--- src/common/plcp_frame_pkg.sv ---
package plcp_frame_pkg;
    // clock and timing
    localparam int CLK_PERIOD_NS = 20;
    localparam int OOF_TIMER_NS = 1000000;
    localparam int JAM_DETECT_NS = 16000;
    localparam int OOF_TIMER_W = 17;
    localparam int JAM_CNT_W = 10;
    localparam logic [OOF_TIMER_W-1:0] OOF_TIMER_CYCLES =
        OOF_TIMER_W'(OOF_TIMER_NS / CLK_PERIOD_NS);
    localparam logic [JAM_CNT_W-1:0] JAM_CYCLES =
        JAM_CNT_W'((JAM_DETECT_NS + CLK_PERIOD_NS - 1) / CLK_PERIOD_NS);

    // link status codes
    localparam logic [2:0] CODE_CONNECTED = 3'h0;
    localparam logic [2:0] CODE_LINK_DOWN = 3'h3;
    localparam logic [2:0] CODE_LINK_UP = 3'h6;

    // framing and row_id octets
    localparam logic [7:0] FRAMING_ONE = 8'hF6;
    localparam logic [7:0] FRAMING_TWO = 8'h28;
    localparam logic [5:0] ROW_ID_MAX = 6'h24;
    localparam logic [5:0] ROW_ID_MGMT = 6'h08;
    localparam int ROW_NUM_LSB = 2;
    localparam int ROW_RSV_BIT = 1;

    // register map
    localparam int ADDR_W = 4;
    localparam logic [ADDR_W-1:0] ADDR_CTRL = 4'h0;
    localparam logic [ADDR_W-1:0] ADDR_STATUS = 4'h4;
    localparam int CTRL_HEAD_CAPABLE = 0;
    localparam int CTRL_FORCED_DOWN = 1;
    localparam logic [1:0] CTRL_RESET = 2'h0;
    localparam int STAT_STATE_LSB = 0;
    localparam int STAT_LINK_UP = 4;
    localparam int STAT_JAM = 5;
    localparam int STAT_MGMT_VALID = 6;
    localparam int STAT_FRAMED = 7;
    localparam int STAT_CODE_LSB = 8;

    // framing supervisor states
    typedef enum logic [3:0] {
        ST_IN_FRAME = 4'h1,
        ST_OUT_OF_FRAME = 4'h2,
        ST_OOF_JAM = 4'h4,
        ST_LOSS_OF_FRAME = 4'h8
    } frame_state_t;
endpackage : plcp_frame_pkg

--- src/hw/plcp_frame_supervisor.sv ---
// Added by the designer: the placing of the registers and the plain strobed port.
`timescale 1ns/1ps
module plcp_frame_supervisor #(
    parameter logic [plcp_frame_pkg::OOF_TIMER_W-1:0] OOF_TIMER_CYCLES =
        plcp_frame_pkg::OOF_TIMER_CYCLES
) (
    // clock and reset
    input wire logic clk,
    input wire logic reset_n,
    // register port
    input wire logic [plcp_frame_pkg::ADDR_W-1:0] reg_addr,
    input wire logic [31:0] reg_wdata,
    input wire logic reg_write,
    input wire logic reg_read,
    output logic [31:0] reg_rdata,
    // receive line events
    input wire logic pair_strobe,
    input wire logic [7:0] framing_octet_one,
    input wire logic [7:0] framing_octet_two,
    input wire logic row_strobe,
    input wire logic [7:0] row_id,
    input wire logic code_strobe,
    input wire logic [2:0] link_status_code,
    input wire logic jam_match,
    // dqdb layer side
    input wire logic head_operation,
    input wire logic ext_timing_select,
    output logic link_status_indication,
    output logic octet_indication_valid,
    output logic management_valid,
    // transmit control
    output logic tx_framed,
    output logic tx_frame_start,
    output logic tx_timing_external,
    output logic [2:0] tx_code_opposite_bus,
    output logic tx_down_same_bus
);
    typedef struct packed {
        plcp_frame_pkg::frame_state_t state;
        logic [plcp_frame_pkg::OOF_TIMER_W-1:0] timer;
        logic [plcp_frame_pkg::JAM_CNT_W-1:0] jam_cnt;
        logic pair_good;
        logic [5:0] last_row;
        logic last_ok;
        logic [1:0] good_run;
        logic [1:0] bad_run;
        logic mgmt_seen;
        logic link_up;
        logic [2:0] rx_code;
        logic [2:0] tx_code;
        logic framed;
        logic frame_start;
        logic timing_ext;
        logic same_bus_down;
        logic head_capable_flag;
        logic forced_down_control;
        logic [31:0] rdata;
    } frame_regs_t;

    frame_regs_t q;
    frame_regs_t d;

    // row_id octet: number in range, reserved bit clear, odd parity
    function automatic logic row_ok(input logic [7:0] oct);
        row_ok = (oct[7:plcp_frame_pkg::ROW_NUM_LSB] <= plcp_frame_pkg::ROW_ID_MAX) &&
                 !oct[plcp_frame_pkg::ROW_RSV_BIT] && (^oct);
    endfunction : row_ok

    // rows count down from the top number to zero, then wrap
    function automatic logic [5:0] next_row(input logic [5:0] num);
        next_row = (num == 6'h00) ? plcp_frame_pkg::ROW_ID_MAX : num - 6'h01;
    endfunction : next_row

    function automatic logic code_known(input logic [2:0] c);
        code_known = (c == plcp_frame_pkg::CODE_CONNECTED) ||
                     (c == plcp_frame_pkg::CODE_LINK_DOWN) ||
                     (c == plcp_frame_pkg::CODE_LINK_UP);
    endfunction : code_known

    // qualified framing events from the current row
    logic row_valid;
    logic row_seq;
    logic row_good;
    logic acquire_two;
    logic acquire_one;
    logic pair_both_bad;
    logic timer_expired;
    logic jam_seen;
    assign row_valid = row_strobe && row_ok(row_id);
    assign row_seq = q.last_ok && (row_id[7:2] == next_row(q.last_row));
    assign row_good = row_valid && q.pair_good;
    assign acquire_two = row_good && row_seq && (q.good_run != 2'h0);
    assign acquire_one = row_good;
    assign pair_both_bad = pair_strobe && (framing_octet_one != plcp_frame_pkg::FRAMING_ONE) &&
                           (framing_octet_two != plcp_frame_pkg::FRAMING_TWO);
    assign timer_expired = (q.timer == OOF_TIMER_CYCLES - 1'b1);
    assign jam_seen = (q.jam_cnt >= plcp_frame_pkg::JAM_CYCLES);

    // next state of everything
    always_comb begin
        logic loss;
        logic in_oof;
        loss = 1'b0;
        in_oof = 1'b0;
        d = q;
        d.frame_start = 1'b0;
        d.rdata = 32'h0;

        // jam detector, saturating, cleared by any mismatch
        if (!jam_match) begin
            d.jam_cnt = '0;
        end else if (!jam_seen) begin
            d.jam_cnt = q.jam_cnt + 1'b1;
        end

        // framing pair quality held until its row_id arrives
        if (pair_strobe) begin
            d.pair_good = (framing_octet_one == plcp_frame_pkg::FRAMING_ONE) &&
                          (framing_octet_two == plcp_frame_pkg::FRAMING_TWO);
        end

        // row_id run counters
        if (row_strobe) begin
            d.last_ok = row_valid;
            d.last_row = row_id[7:2];
            if (!row_good) begin
                d.good_run = 2'h0;
            end else if (row_seq && q.good_run != 2'h2) begin
                d.good_run = q.good_run + 2'h1;
            end else if (!row_seq) begin
                d.good_run = 2'h1;
            end
            if (row_valid && (row_seq || !q.last_ok)) begin
                d.bad_run = 2'h0;
            end else if (q.bad_run != 2'h2) begin
                d.bad_run = q.bad_run + 2'h1;
            end
        end

        // incoming status code, unknown values dropped
        if (code_strobe && code_known(link_status_code)) begin
            d.rx_code = link_status_code;
        end

        // timer runs only in the out-of-frame states
        in_oof = (q.state == plcp_frame_pkg::ST_OUT_OF_FRAME) ||
                 (q.state == plcp_frame_pkg::ST_OOF_JAM);
        if (in_oof) begin
            d.timer = q.timer + 1'b1;
        end

        // framing state machine; found framing wins over a same-cycle expiry
        case (q.state)
            plcp_frame_pkg::ST_IN_FRAME: begin
                loss = pair_both_bad ||
                       (row_strobe && q.bad_run == 2'h1 && !(row_valid && row_seq));
                if (loss) begin
                    d.state = plcp_frame_pkg::ST_OUT_OF_FRAME;
                    d.timer = '0;
                end else if (row_valid && row_id[7:2] == plcp_frame_pkg::ROW_ID_MGMT) begin
                    d.mgmt_seen = 1'b1;
                end
            end
            plcp_frame_pkg::ST_OUT_OF_FRAME: begin
                if (acquire_two) begin
                    d.state = plcp_frame_pkg::ST_IN_FRAME;
                    d.timer = '0;
                end else if (timer_expired) begin
                    d.state = plcp_frame_pkg::ST_LOSS_OF_FRAME;
                end else if (jam_seen) begin
                    d.state = plcp_frame_pkg::ST_OOF_JAM;
                    d.timer = '0;
                end
            end
            plcp_frame_pkg::ST_OOF_JAM: begin
                if (acquire_one) begin
                    d.state = plcp_frame_pkg::ST_IN_FRAME;
                    d.timer = '0;
                end else if (timer_expired) begin
                    d.state = plcp_frame_pkg::ST_LOSS_OF_FRAME;
                end
            end
            plcp_frame_pkg::ST_LOSS_OF_FRAME: begin
                if (acquire_two) begin
                    d.state = plcp_frame_pkg::ST_IN_FRAME;
                end
            end
            default: begin
                d.state = plcp_frame_pkg::ST_LOSS_OF_FRAME;
            end
        endcase
        if (d.state != plcp_frame_pkg::ST_IN_FRAME) begin
            d.mgmt_seen = 1'b0;
        end
        // a fresh lock forgets row errors seen while hunting, else one later slip drops it
        if (d.state == plcp_frame_pkg::ST_IN_FRAME &&
            q.state != plcp_frame_pkg::ST_IN_FRAME) begin
            d.bad_run = 2'h0;
        end
        if (d.state != plcp_frame_pkg::ST_OUT_OF_FRAME &&
            d.state != plcp_frame_pkg::ST_OOF_JAM) begin
            d.timer = '0;
        end

        // reported status and outgoing code, aligned with the new state
        if (q.forced_down_control) begin
            d.link_up = 1'b0;
            d.tx_code = plcp_frame_pkg::CODE_LINK_DOWN;
        end else begin
            case (d.state)
                plcp_frame_pkg::ST_IN_FRAME: begin
                    if (q.state == plcp_frame_pkg::ST_LOSS_OF_FRAME) begin
                        d.link_up = 1'b1;
                        d.tx_code = plcp_frame_pkg::CODE_CONNECTED;
                    end else if (q.rx_code == plcp_frame_pkg::CODE_LINK_DOWN) begin
                        d.link_up = 1'b0;
                        d.tx_code = plcp_frame_pkg::CODE_LINK_UP;
                    end else begin
                        d.link_up = 1'b1;
                        d.tx_code = plcp_frame_pkg::CODE_CONNECTED;
                    end
                end
                plcp_frame_pkg::ST_LOSS_OF_FRAME: begin
                    d.link_up = 1'b0;
                    d.tx_code = jam_seen ? plcp_frame_pkg::CODE_LINK_UP :
                                           plcp_frame_pkg::CODE_LINK_DOWN;
                end
                default: begin
                    d.tx_code = plcp_frame_pkg::CODE_LINK_UP;
                end
            endcase
        end

        // node isolation: a non-head-capable node reflects link-down
        d.same_bus_down = !q.head_capable_flag &&
                          (d.rx_code == plcp_frame_pkg::CODE_LINK_DOWN);

        // framed signal or jam on this bus
        case (d.state)
            plcp_frame_pkg::ST_IN_FRAME: d.framed = 1'b1;
            plcp_frame_pkg::ST_LOSS_OF_FRAME: d.framed = q.head_capable_flag;
            default: d.framed = head_operation;
        endcase
        // each framed start begins with a framing pair
        d.frame_start = d.framed && (!q.framed ||
                        (d.state == plcp_frame_pkg::ST_IN_FRAME &&
                         q.state != plcp_frame_pkg::ST_IN_FRAME));
        d.timing_ext = d.framed && d.state != plcp_frame_pkg::ST_IN_FRAME && ext_timing_select;

        // register writes steer head capability and forced-down control
        if (reg_write && reg_addr == plcp_frame_pkg::ADDR_CTRL) begin
            d.head_capable_flag = reg_wdata[plcp_frame_pkg::CTRL_HEAD_CAPABLE];
            d.forced_down_control = reg_wdata[plcp_frame_pkg::CTRL_FORCED_DOWN];
        end

        // read data stand for exactly one cycle; unmapped reads give zero
        if (reg_read && reg_addr == plcp_frame_pkg::ADDR_CTRL) begin
            d.rdata[plcp_frame_pkg::CTRL_HEAD_CAPABLE] = q.head_capable_flag;
            d.rdata[plcp_frame_pkg::CTRL_FORCED_DOWN] = q.forced_down_control;
        end else if (reg_read && reg_addr == plcp_frame_pkg::ADDR_STATUS) begin
            d.rdata[plcp_frame_pkg::STAT_STATE_LSB +: 4] = q.state;
            d.rdata[plcp_frame_pkg::STAT_LINK_UP] = q.link_up;
            d.rdata[plcp_frame_pkg::STAT_JAM] = jam_seen;
            d.rdata[plcp_frame_pkg::STAT_MGMT_VALID] = q.mgmt_seen;
            d.rdata[plcp_frame_pkg::STAT_FRAMED] = q.framed;
            d.rdata[plcp_frame_pkg::STAT_CODE_LSB +: 3] = q.rx_code;
        end
    end

    // one register for all state; power-up lands in loss_of_frame
    always_ff @(posedge clk) begin
        if (!reset_n) begin
            q <= '0;
            q.state <= plcp_frame_pkg::ST_LOSS_OF_FRAME;
            q.rx_code <= plcp_frame_pkg::CODE_CONNECTED;
            q.tx_code <= plcp_frame_pkg::CODE_LINK_DOWN;
            q.head_capable_flag <= plcp_frame_pkg::CTRL_RESET[plcp_frame_pkg::CTRL_HEAD_CAPABLE];
            q.forced_down_control <= plcp_frame_pkg::CTRL_RESET[plcp_frame_pkg::CTRL_FORCED_DOWN];
        end else begin
            q <= d;
        end
    end

    // outputs straight from the register
    assign reg_rdata = q.rdata;
    assign link_status_indication = q.link_up;
    assign octet_indication_valid = (q.state == plcp_frame_pkg::ST_IN_FRAME);
    assign management_valid = (q.state == plcp_frame_pkg::ST_IN_FRAME) && q.mgmt_seen;
    assign tx_framed = q.framed;
    assign tx_frame_start = q.frame_start;
    assign tx_timing_external = q.timing_ext;
    assign tx_code_opposite_bus = q.tx_code;
    assign tx_down_same_bus = q.same_bus_down;
endmodule : plcp_frame_supervisor

--- config.mk ---
export PLATFORM = sky130hd
export DESIGN_NAME = plcp_frame_supervisor
export DESIGN_NICKNAME = d
export VERILOG_FILES = /design/src/common/plcp_frame_pkg.sv /design/src/hw/plcp_frame_supervisor.sv
export SDC_FILE = /design/constraint.sdc
export NUM_CORES = 1
export LEC_CHECK = 0
export BUFFER_PORTS_ARGS = -buffer_cell sky130_fd_sc_hd__buf_4
export CAP_MARGIN = 20
export CELL_PAD_IN_SITES_DETAIL_PLACEMENT = 1
export CELL_PAD_IN_SITES_GLOBAL_PLACEMENT = 2
export CORE_ASPECT_RATIO = 0.5
export CORE_UTILIZATION = 32
export DETAILED_ROUTE_END_ITERATION = 12
export GPL_ROUTABILITY_DRIVEN = 0
export PLACE_DENSITY_LB_ADDON = 0.1
export SYNTH_ARGS = -nofsm -noshare
export SYNTH_HDL_FRONTEND = slang
export SYNTH_SLANG_ARGS = --single-unit
--- constraint.sdc ---
create_clock -name clk -period 7.7 [get_ports clk]
set_clock_uncertainty 0.05 [all_clocks]
set_input_delay 1.54 -clock clk [delete_from_list [all_inputs] [get_ports clk]]
set_output_delay 1.54 -clock clk [all_outputs]
set_load 0.01 [all_outputs]
==> flow_summary.json <==
{
  "drt-pass1-iter-count": 4,
  "clock_tree.buffer_depth": 2,
  "peak_supply_drop_mv": 0.07515,
  "timing.critical_path.from": "row_id[4]",
  "grt_antenna_before_repair": 0,
  "quantity_of_i_o_buffers_inserted_on_ports": 63,
  "timing.rr.end": "q[84]",
  "post_cts_buffers": 0,
  "crit_path_cells": "buf_4, inv_1, ha_1, xor2_1, xnor2_1, and4b_1, nand2_1, nor3_1, a31o_4, nand3_2, nor2_1",
  "fin_crit_sh_pct": 49.30,
  "standard_cell_row_count": 27,
  "worst_reg2reg_path_depth": 10,
  "critical_path_launch_point_type": "input pin",
  "vias_per_cell": 4.716,
  "cts_tree": "yes",
  "totalNegativeSetupSlack_ns": 0,
  "worst_setup_ep_type": "flop",
  "holdWs_ns": 0.4183,
  "horizontal_extent_of_the_die_um": 157.4,
  "required_ns": 7.91,
  "h_tree_depth": 3,
  "drc": 0,
  "clk_pin_slew_worst_paths_ns": 0.05,
  "timing.final.max_slew_violations": 0,
  "worstSetupPathType": "in -> reg",
  "grt_overflow": 0,
  "place.detailed.hpwl_um": 6991,
  "numCtsBuffers": 9,
  "cp.arrival_ns": 4.00,
  "cell_type_contributing_the_most_total_cell_area_after_synthesis": "dfxtp_1",
  "syn_area_per_cell_um2": 8.699,
  "floorplan.initialDensity_pct": 34.03,
  "regToRegSetupSlack_ns": 4.66,
  "synth_top_cells_by_area": "dfxtp_1 35%, buf_4 7.0%, ha_1 4.9%",
  "synth-seq-area-share_pct": 35.24,
  "count_of_inserted_antenna_diode_cells": 0,
  "clkLatencyLatePin_ns": 0.33,
  "max_freq_mhz": 263.4,
  "layout-area-overhead-vs-synth_pct": 17.95,
  "crit_path_end": "q[84]",
  "grt_first_pass_wirelength_um": 15170,
  "floorplan_die_area_mm2": 0.01254,
  "synth.cell_area_mm2": 0.003862,
  "run_status": "finished, final reports clean",
  "finish_stage_setup_viols": 0,
  "netlist-cell-type-count": 68,
  "rr_startpoint": "q[51]",
  "hold_path_class": "reg -> reg",
  "p_per_area_mw_per_mm2": 186.7,
  "die_height_um": 79.69,
  "core_area_mm2": 0.01135,
  "drv.max_cap_violation_count": 0,
  "unrepaired_setup_endpoints_after_global_routing": "false",
  "cts_hold_buf": 0,
  "final_util_pct": 40.13,
  "boundaryPins": 115,
  "clock-root-buffer": "clkbuf_16",
  "crit_slowest_cell": "and4b_1",
  "synth.top_cells.by_count": "68 x dfxtp_1, 43 x nor2_1, 36 x buf_4",
  "timing.critical_path.fanout_max": 17,
  "layout.cell_area.non_filler_mm2": 0.004556,
  "synth-edff-count": 0,
  "first_global_vias": 3061,
  "yosys.cell_count.top_type": "dfxtp_1",
  "yosys_warnings": 0,
  "synth_top_flop_cell": "dfxtp_1",
  "final_hold_viol_count": 0,
  "wl_per_cell_um": 14.06,
  "post_cts.resized_instances": 0,
  "vias": 3094,
  "slowest_delay_ns": 0.35,
  "proportion_of_register_bits_with_asynchronous_set_or_reset_after_synthesis_pct": 0,
  "worst-slew-pin-transition_ns": 0.6585,
  "finalNetCount": 581,
  "worst_slack_ns": 3.904,
  "timing.max_slew.rel_slack_pct": 56.10,
  "synth_largest_type_area_fraction_pct": 35.24,
  "synth_seq_cells": 68,
  "grt_max_degree": 28,
  "power_leakage_nw": 1.900,
  "layout-drive-gt1-share_pct": 20.12,
  "grt_util_all_layers_pct": 15.74,
  "cts_sinks": 68,
  "final.min_clock_period_ns": 3.796,
  "finalWirelength_um": 9223,
  "placed_cell_area_mm2": 0.004273,
  "dpl_worst_slack_ns": 3.500,
  "antenna_violating_nets_post_route": 0,
  "initialDrtViolationCount": 99,
  "synthesis.instances": 444
}
## where the power goes
group	total [mW]	internal [mW]	switching (mW)
clock	0.402	0.248	0.155
combinational	0.0825	0.0402	0.0424
sequential	0.365	0.358	0.00755
## worst min path at each step
stage           from      endpoint  slack [ns]  depth (start not counted)
6_report       q[67]         q[67]        0.42                          2
5_1_grt        q[45]  reg_rdata[6]        0.46                          1
4_1_cts        q[67]         q[67]        0.43                          2
3_5_place_dp   q[67]         q[67]        0.41                          2
3_3_place_gp   q[67]         q[67]        0.41                          2
2_1_floorplan  q[67]         q[67]        0.39                          2
## per-layer routing
| layer | part of all wire, % | routed length [µm] | track usage [%] |
|---|---|---|---|
| met2 | 46 | 4199 | 26.68 |
| met5 | 0 | 0 | 0 |
| met3 | 3.8 | 346 | 4.235 |
| met1 | 50 | 4592 | 19.66 |
| met4 | 0.92 | 85 | 4.369 |
## state kept, by name, summed over array words and instances, names as in the netlist
| signal | cells |
|---|---|
| tx_framed | 1 |
| tx_down_same_bus | 1 |
| link_status_indication | 1 |
| reg_rdata | 11 |
| tx_timing_external | 1 |
| tx_code_opposite_bus | 3 |
| tx_frame_start | 1 |
| q | 49 |
## worst max-delay path: cells and delay by family
kind,cells,cell delay (ns)
simple gates,5,1.30
buf+inv,2,0.18
compound gates,1,0.26
fa+ha+maj,1,0.31
xor+xnor,2,0.40
## per-stage QoR
step / instances / power (mW)
after floorplan: 464 / 0.4333
after global placement: 641 / 0.4552
after detailed placement: 641 / 0.4566
after CTS: 656 / 0.8633
after global routing: 656 / 0.8933
final: 656 / 0.8503
## cells in the final DEF, fill, tap and decap left out, types with 14 or more instances in the layout
master / instances
dfxtp_1: 68
xor2_1: 19
inv_1: 21
ha_1: 15
xnor2_1: 14
a21oi_1: 16
conb_1: 21
nor2b_1: 18
nand2_1: 29
nor2_1: 43
buf_4: 65
## layout make-up
type	count	area, µm²
well taps	159	198.9
repair buffers	65	488.0
inverters	21	78.83
clock buffers	10	229.0
flip-flops and latches	68	1361
clock inverters	5	53.80
fillers	1361	6795
multi-input cells	328	2146
## cells by family after synthesis
group	Yosys count	share of synthesized area, %
and+or+nand+nor	185	27.15
muxes	13	3.466
adders and majority gates	15	4.859
buffers and inverters	68	11.14
xor gates and xnor gates	33	7.483
AOI/OAI and AO/OA	61	10.56
DFF	68	35.24
other	1	0.09709
Power figures use the tool's default switching activity.
